## src/ias_pkg.sv

```systemverilog
package ias_pkg;
  localparam int unsigned ias_clk_hz = 125000000;
  // Delay timebase tick
  localparam int unsigned ias_tick_ns = 100;
  localparam int unsigned ias_clk_ns = 8;
  localparam logic [3:0] ias_tick_cycles = 4'(ias_tick_ns / ias_clk_ns);
  // Long stop delay steps in 0.96 ms (10000 ticks of 96 ns)
  localparam logic [31:0] ias_ms_ticks = 32'h0000_2710;
  localparam logic [26:0] ias_event_delay_count_max = 27'h5f5_e0ff;
  localparam logic [26:0] ias_event_delay_count_rst = 27'h000_0001;
  localparam logic [23:0] ias_time_max = 24'h98_967f;
  localparam logic [23:0] ias_time_rst = 24'h00_0001;
  localparam logic [13:0] ias_long_min = 14'h03e8;
  localparam logic [13:0] ias_long_max = 14'h2710;
  localparam logic [13:0] ias_long_rst = 14'h0000;
  // Register offsets
  localparam logic [7:0] ias_ctrl_off = 8'h00;
  localparam logic [7:0] ias_sta_event_delay_count_off = 8'h04;
  localparam logic [7:0] ias_sta_time_off = 8'h08;
  localparam logic [7:0] ias_sto_event_delay_count_off = 8'h0c;
  localparam logic [7:0] ias_sto_time_off = 8'h10;
  localparam logic [7:0] ias_sto_long_off = 8'h14;
  localparam logic [7:0] ias_status_off = 8'h18;
  localparam logic [7:0] ias_code_off = 8'h1c;
  // Control bit positions
  localparam int unsigned ias_b_sta_ext = 0;
  localparam int unsigned ias_b_sta_neg = 1;
  localparam int unsigned ias_b_sta_src = 2;
  localparam int unsigned ias_b_sto_ext = 4;
  localparam int unsigned ias_b_sto_neg = 5;
  localparam int unsigned ias_b_sto_src = 6;
  localparam int unsigned ias_b_pulse = 8;
  localparam int unsigned ias_b_go = 9;
  localparam int unsigned ias_b_abort = 10;
  localparam logic [31:0] ias_ctrl_rst = 32'h0000_0000;
  // Inner layer sources
  localparam logic [1:0] ias_src_none = 2'h0;
  localparam logic [1:0] ias_src_time = 2'h1;
  localparam logic [1:0] ias_src_event = 2'h2;
  // ASCII query codes
  localparam logic [7:0] ias_asc_imm = 8'h49;
  localparam logic [7:0] ias_asc_tim = 8'h54;
  localparam logic [7:0] ias_asc_int = 8'h31;
  typedef enum logic [1:0] {ias_idle, ias_outer, ias_inner, ias_done} ias_state_t;
endpackage

```

## src/ias_chain.sv

```systemverilog
module ias_chain
  import ias_pkg::*;
(
  input wire logic pclk,
  input wire logic presetn,
  input wire logic start,
  input wire logic abort,
  input wire logic ext_sel,
  input wire logic neg_edge,
  input wire logic [1:0] src,
  input wire logic [26:0] event_delay_count,
  input wire logic [31:0] ticks,
  input wire logic ext_rise,
  input wire logic ext_fall,
  input wire logic event_in,
  input wire logic tick,
  output logic armed,
  output ias_pkg::ias_state_t state
);
  logic [31:0] cnt;
  logic edge_hit;
  assign edge_hit = neg_edge ? ext_fall : ext_rise;
  always_ff @(posedge pclk or negedge presetn) begin
    if (!presetn) begin
      state <= ias_idle;
      cnt <= 32'h0000_0000;
      armed <= 1'b0;
    end else if (abort) begin
      state <= ias_idle;
      armed <= 1'b0;
    end else begin
      case (state)
        ias_idle: if (start) begin
          armed <= 1'b0;
          state <= ias_outer;
        end
        ias_outer: if (!ext_sel || edge_hit) begin
          cnt <= (src == ias_src_event) ? {5'h00, event_delay_count} : ticks;
          state <= ias_inner;
        end
        ias_inner: begin
          if (src == ias_src_none || cnt == 32'h0000_0000) begin
            armed <= 1'b1;
            state <= ias_done;
          end else if ((src == ias_src_event && event_in) ||
                       (src == ias_src_time && tick)) begin
            cnt <= cnt - 32'h0000_0001;
          end
        end
        ias_done: if (start) begin
          armed <= 1'b0;
          state <= ias_outer;
        end
        default: state <= ias_idle;
      endcase
    end
  end
endmodule // ias_chain

```

## src/ias_edge_sync.sv

```systemverilog
module ias_edge_sync (
  input wire logic pclk,
  input wire logic presetn,
  input wire logic async_in,
  output logic rise,
  output logic fall
);
  logic meta;
  logic sync;
  logic prev;
  always_ff @(posedge pclk or negedge presetn) begin
    if (!presetn) begin
      meta <= 1'b0;
      sync <= 1'b0;
      prev <= 1'b0;
    end else begin
      meta <= async_in;
      sync <= meta;
      prev <= sync;
    end
  end
  assign rise = sync & ~prev;
  assign fall = ~sync & prev;
endmodule // ias_edge_sync

```

## src/interval_arm_sequencer.sv

```systemverilog
// Operation
// - Start outer layer picks immediate or external arm, immediate after reset.
// - Start external edge is rising or falling, rising by default, used if external.
// - Start inner layer: none, time or start event count; none by default.
// - Start event delay counts 1 to 99,999,999 events, default 1.
// - Start time delay 96 ns to 0.959999904 s in 96 ns steps (12 clocks), default 96 ns.
// - Start inner layer settings are ignored for pulse-type measurements.
// - Stop outer layer picks immediate or external arm, immediate after reset.
// - Stop external edge is rising or falling, rising by default, used if external.
// - With external start every inner and stop combination is accepted.
// - Pulse-type measurements arm from the start outer layer alone.
// - Query reports inner start source as ASCII code, counts as integers.
// - Stop inner layer: none, time or stop event count; none; ignored for pulses.
// - Stop event delay counts 1 to 99,999,999 events, default 1.
// - Stop time 96 ns steps to 0.959999904 s, or 0.96 to 9.6 s in 0.96 ms steps.
module interval_arm_sequencer
  import ias_pkg::*;
(
  input wire logic pclk,
  input wire logic presetn,
  input wire logic psel,
  input wire logic penable,
  input wire logic pwrite,
  input wire logic [7:0] paddr,
  input wire logic [31:0] pwdata,
  output logic [31:0] prdata,
  output logic pready,
  output logic pslverr,
  input wire logic ext_arm_in,
  input wire logic start_event_source,
  input wire logic stop_event_source,
  output logic start_arm,
  output logic stop_arm
);
  logic [31:0] ctrl;
  logic [26:0] sta_event_delay_count;
  logic [23:0] sta_time;
  logic [26:0] sto_event_delay_count;
  logic [23:0] sto_time;
  logic [13:0] sto_long;
  logic [3:0] tick_div;
  logic tick;
  logic ext_rise;
  logic ext_fall;
  logic sta_ev_meta;
  logic sta_ev_sync;
  logic sta_ev_prev;
  logic sto_ev_meta;
  logic sto_ev_sync;
  logic sto_ev_prev;
  logic go;
  logic abort;
  logic wr;
  logic rd_hit;
  logic pulse_mode;
  logic [1:0] sta_src_eff;
  logic sto_ext_eff;
  logic [1:0] sto_src_eff;
  logic sta_armed;
  logic sto_armed;
  logic sto_start;
  logic [31:0] sto_ticks;
  ias_state_t sta_state;
  ias_state_t sto_state;

  function automatic logic [26:0] clamp_count(input logic [31:0] v);
    if (v[30:0] == 31'h0000_0000) clamp_count = 27'h000_0001;
    else if (v > {5'h00, ias_event_delay_count_max}) clamp_count = ias_event_delay_count_max;
    else clamp_count = v[26:0];
  endfunction

  function automatic logic [23:0] clamp_time(input logic [31:0] v);
    if (v == 32'h0000_0000) clamp_time = 24'h00_0001;
    else if (v > {8'h00, ias_time_max}) clamp_time = ias_time_max;
    else clamp_time = v[23:0];
  endfunction

  assign wr = psel & penable & pwrite;
  assign pready = 1'b1;
  assign rd_hit = (paddr <= ias_code_off) && (paddr[1:0] == 2'h0);
  assign pslverr = psel & penable & ~rd_hit;

  always_ff @(posedge pclk or negedge presetn) begin
    if (!presetn) begin
      ctrl <= ias_ctrl_rst;
    end else if (wr && paddr == ias_ctrl_off) begin
      // Go and abort are self-clearing, never stored
      ctrl <= {21'h000000, 2'h0, pwdata[8:0]};
    end
  end

  always_ff @(posedge pclk or negedge presetn) begin
    if (!presetn) begin
      sta_event_delay_count <= ias_event_delay_count_rst;
      sta_time <= ias_time_rst;
      sto_event_delay_count <= ias_event_delay_count_rst;
      sto_time <= ias_time_rst;
      sto_long <= ias_long_rst;
    end else if (wr) begin
      case (paddr)
        ias_sta_event_delay_count_off: sta_event_delay_count <= clamp_count(pwdata);
        ias_sta_time_off: sta_time <= clamp_time(pwdata);
        ias_sto_event_delay_count_off: sto_event_delay_count <= clamp_count(pwdata);
        ias_sto_time_off: begin
          sto_time <= clamp_time(pwdata);
          sto_long <= ias_long_rst;
        end
        ias_sto_long_off: begin
          // Long stop delay in 0.96 ms units; writes below 1000 clamp to 1000, a stored zero (reset or stop time write) selects the short delay
          if (pwdata[13:0] < ias_long_min) sto_long <= ias_long_min;
          else if (pwdata[13:0] > ias_long_max || pwdata[31:14] != 18'h00000)
            sto_long <= ias_long_max;
          else sto_long <= pwdata[13:0];
        end
        default: ;
      endcase
    end
  end

  assign go = wr && paddr == ias_ctrl_off && pwdata[ias_b_go];
  assign abort = wr && paddr == ias_ctrl_off && pwdata[ias_b_abort];

  always_ff @(posedge pclk or negedge presetn) begin
    if (!presetn) begin
      tick_div <= 4'h0;
      tick <= 1'b0;
    end else if (tick_div == ias_tick_cycles - 4'h1) begin
      tick_div <= 4'h0;
      tick <= 1'b1;
    end else begin
      tick_div <= tick_div + 4'h1;
      tick <= 1'b0;
    end
  end

  ias_edge_sync u_ext (
    .pclk(pclk),
    .presetn(presetn),
    .async_in(ext_arm_in),
    .rise(ext_rise),
    .fall(ext_fall)
  );

  // Event inputs are asynchronous pins: sync then count rising edges
  always_ff @(posedge pclk or negedge presetn) begin
    if (!presetn) begin
      sta_ev_meta <= 1'b0;
      sta_ev_sync <= 1'b0;
      sta_ev_prev <= 1'b0;
      sto_ev_meta <= 1'b0;
      sto_ev_sync <= 1'b0;
      sto_ev_prev <= 1'b0;
    end else begin
      sta_ev_meta <= start_event_source;
      sta_ev_sync <= sta_ev_meta;
      sta_ev_prev <= sta_ev_sync;
      sto_ev_meta <= stop_event_source;
      sto_ev_sync <= sto_ev_meta;
      sto_ev_prev <= sto_ev_sync;
    end
  end

  assign pulse_mode = ctrl[ias_b_pulse];
  assign sta_src_eff = pulse_mode ? ias_src_none : ctrl[ias_b_sta_src +: 2];
  assign sto_ext_eff = pulse_mode ? 1'b0 : ctrl[ias_b_sto_ext];
  assign sto_src_eff = pulse_mode ? ias_src_none : ctrl[ias_b_sto_src +: 2];
  // Stop chain is released once start has armed, except in pulse mode
  assign sto_start = sta_armed && sto_state == ias_idle && !pulse_mode;
  assign sto_ticks = (sto_long != ias_long_rst) ?
    32'(sto_long) * ias_ms_ticks : {8'h00, sto_time};

  ias_chain u_start (
    .pclk(pclk),
    .presetn(presetn),
    .start(go),
    .abort(abort),
    .ext_sel(ctrl[ias_b_sta_ext]),
    .neg_edge(ctrl[ias_b_sta_neg]),
    .src(sta_src_eff),
    .event_delay_count(sta_event_delay_count),
    .ticks({8'h00, sta_time}),
    .ext_rise(ext_rise),
    .ext_fall(ext_fall),
    .event_in(sta_ev_sync & ~sta_ev_prev),
    .tick(tick),
    .armed(sta_armed),
    .state(sta_state)
  );

  ias_chain u_stop (
    .pclk(pclk),
    .presetn(presetn),
    .start(sto_start | (go & sto_state != ias_idle)),
    .abort(abort | go),
    .ext_sel(sto_ext_eff),
    .neg_edge(ctrl[ias_b_sto_neg]),
    .src(sto_src_eff),
    .event_delay_count(sto_event_delay_count),
    .ticks(sto_ticks),
    .ext_rise(ext_rise),
    .ext_fall(ext_fall),
    .event_in(sto_ev_sync & ~sto_ev_prev),
    .tick(tick),
    .armed(sto_armed),
    .state(sto_state)
  );

  assign start_arm = sta_armed;
  assign stop_arm = sto_armed & ~pulse_mode;

  always_ff @(posedge pclk or negedge presetn) begin
    if (!presetn) begin
      prdata <= 32'h0000_0000;
    end else if (psel && !penable && !pwrite) begin
      case (paddr)
        ias_ctrl_off: prdata <= ctrl;
        ias_sta_event_delay_count_off: prdata <= {5'h00, sta_event_delay_count};
        ias_sta_time_off: prdata <= {8'h00, sta_time};
        ias_sto_event_delay_count_off: prdata <= {5'h00, sto_event_delay_count};
        ias_sto_time_off: prdata <= {8'h00, sto_time};
        ias_sto_long_off: prdata <= {18'h00000, sto_long};
        ias_status_off: prdata <= {26'h0000000, sto_armed, sta_armed, sto_state, sta_state};
        ias_code_off: begin
          case (ctrl[ias_b_sta_src +: 2])
            ias_src_time: prdata <= {24'h000000, ias_asc_tim};
            ias_src_event: prdata <= {16'h0000, ias_asc_int, ias_asc_imm + 8'h00};
            default: prdata <= {24'h000000, ias_asc_imm};
          endcase
        end
        default: prdata <= 32'h0000_0000;
      endcase
    end
  end
endmodule // interval_arm_sequencer

```

## config.mk

```make
export PLATFORM = sky130hd
export DESIGN_NAME = interval_arm_sequencer
export DESIGN_NICKNAME = d
export VERILOG_FILES = /design/src/ias_pkg.sv /design/src/ias_chain.sv /design/src/ias_edge_sync.sv /design/src/interval_arm_sequencer.sv
export SDC_FILE = /design/constraint.sdc
export NUM_CORES = 1
export LEC_CHECK = 0
export ABC_AREA = 0
export BUFFER_PORTS_ARGS = -buffer_cell sky130_fd_sc_hd__buf_4
export CELL_PAD_IN_SITES_DETAIL_PLACEMENT = 0
export CELL_PAD_IN_SITES_GLOBAL_PLACEMENT = 1
export CORE_UTILIZATION = 40
export CTS_BUF_LIST = sky130_fd_sc_hd__clkbuf_8
export DETAILED_ROUTE_END_ITERATION = 10
export PLACE_DENSITY = 0.71
export SLEW_MARGIN = 20
export SYNTH_ARGS = -nofsm -noshare
export SYNTH_HDL_FRONTEND = slang
export SYNTH_SLANG_ARGS = --single-unit
export TNS_END_PERCENT = 100
```

## constraint.sdc

```tcl
create_clock -name pclk -period 6.9 [get_ports pclk]
set_input_delay 0.345 -clock pclk [delete_from_list [all_inputs] [get_ports pclk]]
set_output_delay 0.345 -clock pclk [all_outputs]
set_load 0.01 [all_outputs]
```

==> impl_results.md <==
* Outcome: finished clean
* Post-synth EDFFs at 0
* Height of the die at 196.9 um
* Pins Over Slew Limit at 0
* Initial Util at 0.4054
* Antenna diodes at 0
* Worst rel slew slack at 0.2831
* Htree depth at 2
* Clock-pin transition on the worst setup and hold timing paths at 60 ps
* Vias per inst at 5.931
* WL met3 at 3.425 mm
* Synth area leaders: dfrtp_1 (38%), ha_1 (6.6%), o21ai_0 (5.0%)
* Ys async rst share at 1.000
* Final Hold Viols at 0
* FMAX at 185.9 MHz
* Gr usage total at 0.2743
* Total CTS buffers at 44
* Dpl cell area at 16,200 sq um
* Final Cell Area at 17,100 sq um
* Syn-to-layout area delta at 12.50%
* RSZ-0062 raised after global routing: false
* Post-synthesis sequential area ratio at 0.3889
* Initial antenna violation count at 1
* CTS max path bufs at 3
* PwrDens at 288.8 nW/um^2
* Setup crit end kind: register
* Layout net count at 1,901
* DR iter-0 viols at 1,375
* Cells after Synth at 1,692
* Slew @ Worst Pin at 1075 ps
* Worst-Skew Late Latency at 580 ps
* Final Skew at 20.04 ps
* YS warnings at 0
* Setup TNS Final at 0 ps
* DRT Wirelength at 52.36 mm
* Top routing layer in use: met4
* Power consumption at 4937 uW
* Number of global-route vias before repair at 13,330
* FILL cells at 3,706
* IO Port Bufs at 77
* CTS root buffer: clkbuf_8
* Top-area cell type share of the netlist area at 0.3820
* Die width at 196.9 um
* Setup crit start kind: register
* Peak supply drop at 0.2200 mV
* Critical Path Fanout Max at 7
* Drt first pass iters at 6
* Post-route ant nets at 0
* Number of library cell types mapped by synthesis at 92
* FP Rows at 71
* Routed len/inst at 22.90 um
* CTS tree: yes
* Cell area after synthesis at 15,200 sq um
* Share of cells above drive strength 1 at 0.1296
* Tcrit/Tclk final at 0.7794
* Most used DFF post-synth: dfrtp_1
* Pin count of the biggest net entering global routing at 144
* DPL Wire Length at 37.27 mm
* Core area at 37,490 sq um
* Residual DRC at 0
* Vias at 13,560
* LEAKAGE at 0.007826 uW
* Met1 wire length at 23.60 mm
* Worst hold margin at 56.11 ps
* GP Congestion at 0.8846
* Setup-failing EPs final at 0
* Number of synthesized register bits at 236
* Syn Area/Cell at 8.982 sq um
* Full die area at 38,780 sq um
* Most frequent cells in the layout: dfrtp_1 (232), nand2_1 (198), o21ai_0 (153)
* Routed met2 length at 23.62 mm
* Final min period at 5378 ps
* Global route overflow at 0
* Max-cap violations at 0
* First-pass GRT wire length at 81.32 mm
* Min-delay worst type: input pin to register
* Fin util at 0.4560
* Critical path type: register to register
* Critical Path AT at 5890 ps
* Cell taking the most area after synthesis: dfrtp_1
* CTS Sinks at 236
* # IOs at 84
* CP Data Required Time at 7410 ps
* Setup bufs post-CTS at 0
* Commonest non-fill, non-tap cell in the layout: dfrtp_1
==> cell type report <==
| class | instances | area (sq um) | area share |
|---|---|---|---|
| sequential | 236 | 5911 | 0.3457 |
| multi-input combinational | 1236 | 8413 | 0.4921 |
| tap | 511 | 639.4 | 0.03740 |
| timing repair buffer | 105 | 818.3 | 0.04786 |
| clock buffer | 56 | 770.7 | 0.04508 |
| clock inverter | 21 | 90.09 | 0.005269 |
| inverter | 121 | 454.2 | 0.02657 |
==> repair_timing <==
item | 4_1_cts | 5_1_grt
resized for setup | 0 | 0
hold buffers | 4 | 0
hold endpoints to repair | 96 | 0
==> routing by layer <==
layer / GRT usage / vias to the layer above
met5: 0 / -
met4: 0.09676 / 0
met3: 0.03816 / 108
met2: 0.4285 / 547
met1: 0.3877 / 6633
li1: - / 6271
==> worst paths after layout <==
path	cells after the start	slack, ps	to	startpoint
worst max-delay path	17	1520	u_stop.cnt[25]	sto_long[6]
worst min-delay path	2	60	sta_time[16]	pwdata[16]
worst max register to register	17	1520	u_stop.cnt[25]	sto_long[6]
worst min register to register	0	350	sto_ev_sync	sto_ev_meta
max in group asynchronous	3	5190	sto_ev_prev	presetn
min in group asynchronous	2	390	u_stop.cnt[22]	presetn
==> metrics by stage <==
stage	std cells	setup WS, ps
2_1_floorplan	1696	2092
3_3_place_gp	2205	1603
6_report	2286	1522
5_1_grt	2286	1138
3_5_place_dp	2205	1553
4_1_cts	2286	1510
==> kinds of logic after synthesis <==
group	share of synthesized area
AO/OA/AOI/OAI	0.2260
XOR/XNOR	0.01037
adder cells (fa/ha/maj)	0.1041
buffers and inverters	0.06109
flip-flops	0.3889
multiplexers	0.03351
other	0.0004942
AND/OR/NAND/NOR	0.1755
==> cell usage after synthesis, types with 8 or more instances <==
cell type / instances
nand2_1: 198
a211oi_1: 14
and2_1: 8
o22ai_1: 21
nor4_1: 18
ha_1: 80
buf_2: 13
nand2b_1: 15
and3_1: 15
dfrtp_1: 232
nand4_1: 17
a221o_1: 9
mux2_2: 22
a31oi_1: 60
nor2_1: 122
inv_1: 120
mux2i_1: 25
or4_1: 13
nor3_1: 31
a222oi_1: 18
nor2b_1: 24
a21oi_1: 66
or3_1: 12
o31a_1: 8
a221oi_1: 8
fa_1: 29
a22o_1: 21
clkbuf_1: 75
nand3_1: 30
a21o_1: 8
o21ai_0: 153
a31o_1: 14
o31ai_1: 22
o211ai_1: 17
xor2_1: 11
==> flip-flops by register name, indices dropped and copies added (netlist names), 2 cells and up <==
| signal | count |
|---|---|
| ctrl | 9 |
| sta_event_delay_count | 27 |
| sto_time | 24 |
| u_stop.cnt | 32 |
| u_stop.state | 2 |
| sto_event_delay_count | 27 |
| sta_time | 24 |
| sto_long | 14 |
| prdata | 27 |
| tick_div | 4 |
| u_start.cnt | 32 |
| u_start.state | 2 |
==> power by group <==
group | total, uW | internal (uW) | switching (uW) | leakage [uW]
registers | 1770 | 1560 | 211 | 0.00313
logic | 1810 | 638 | 1170 | 0.00419
clock network | 1350 | 726 | 626 | 0.000507
total | 4940 | 2930 | 2010 | 0.00783
==> worst max-delay path, cell delays in order, from the launching register on <==
cell       delay [ps]
dfrtp_1           480
inv_1             180
fa_1              560
inv_1              40
ha_1              300
fa_1              500
ha_1              290
inv_1              50
fa_1              490
inv_1              40
ha_1              370
a21o_1            190
a2111oi_0         380
nand3_1           190
a2111oi_0         620
o21ai_0           190
a211oi_1          260
o22a_1            170
No activity file was read; power rests on OpenSTA's default activity.
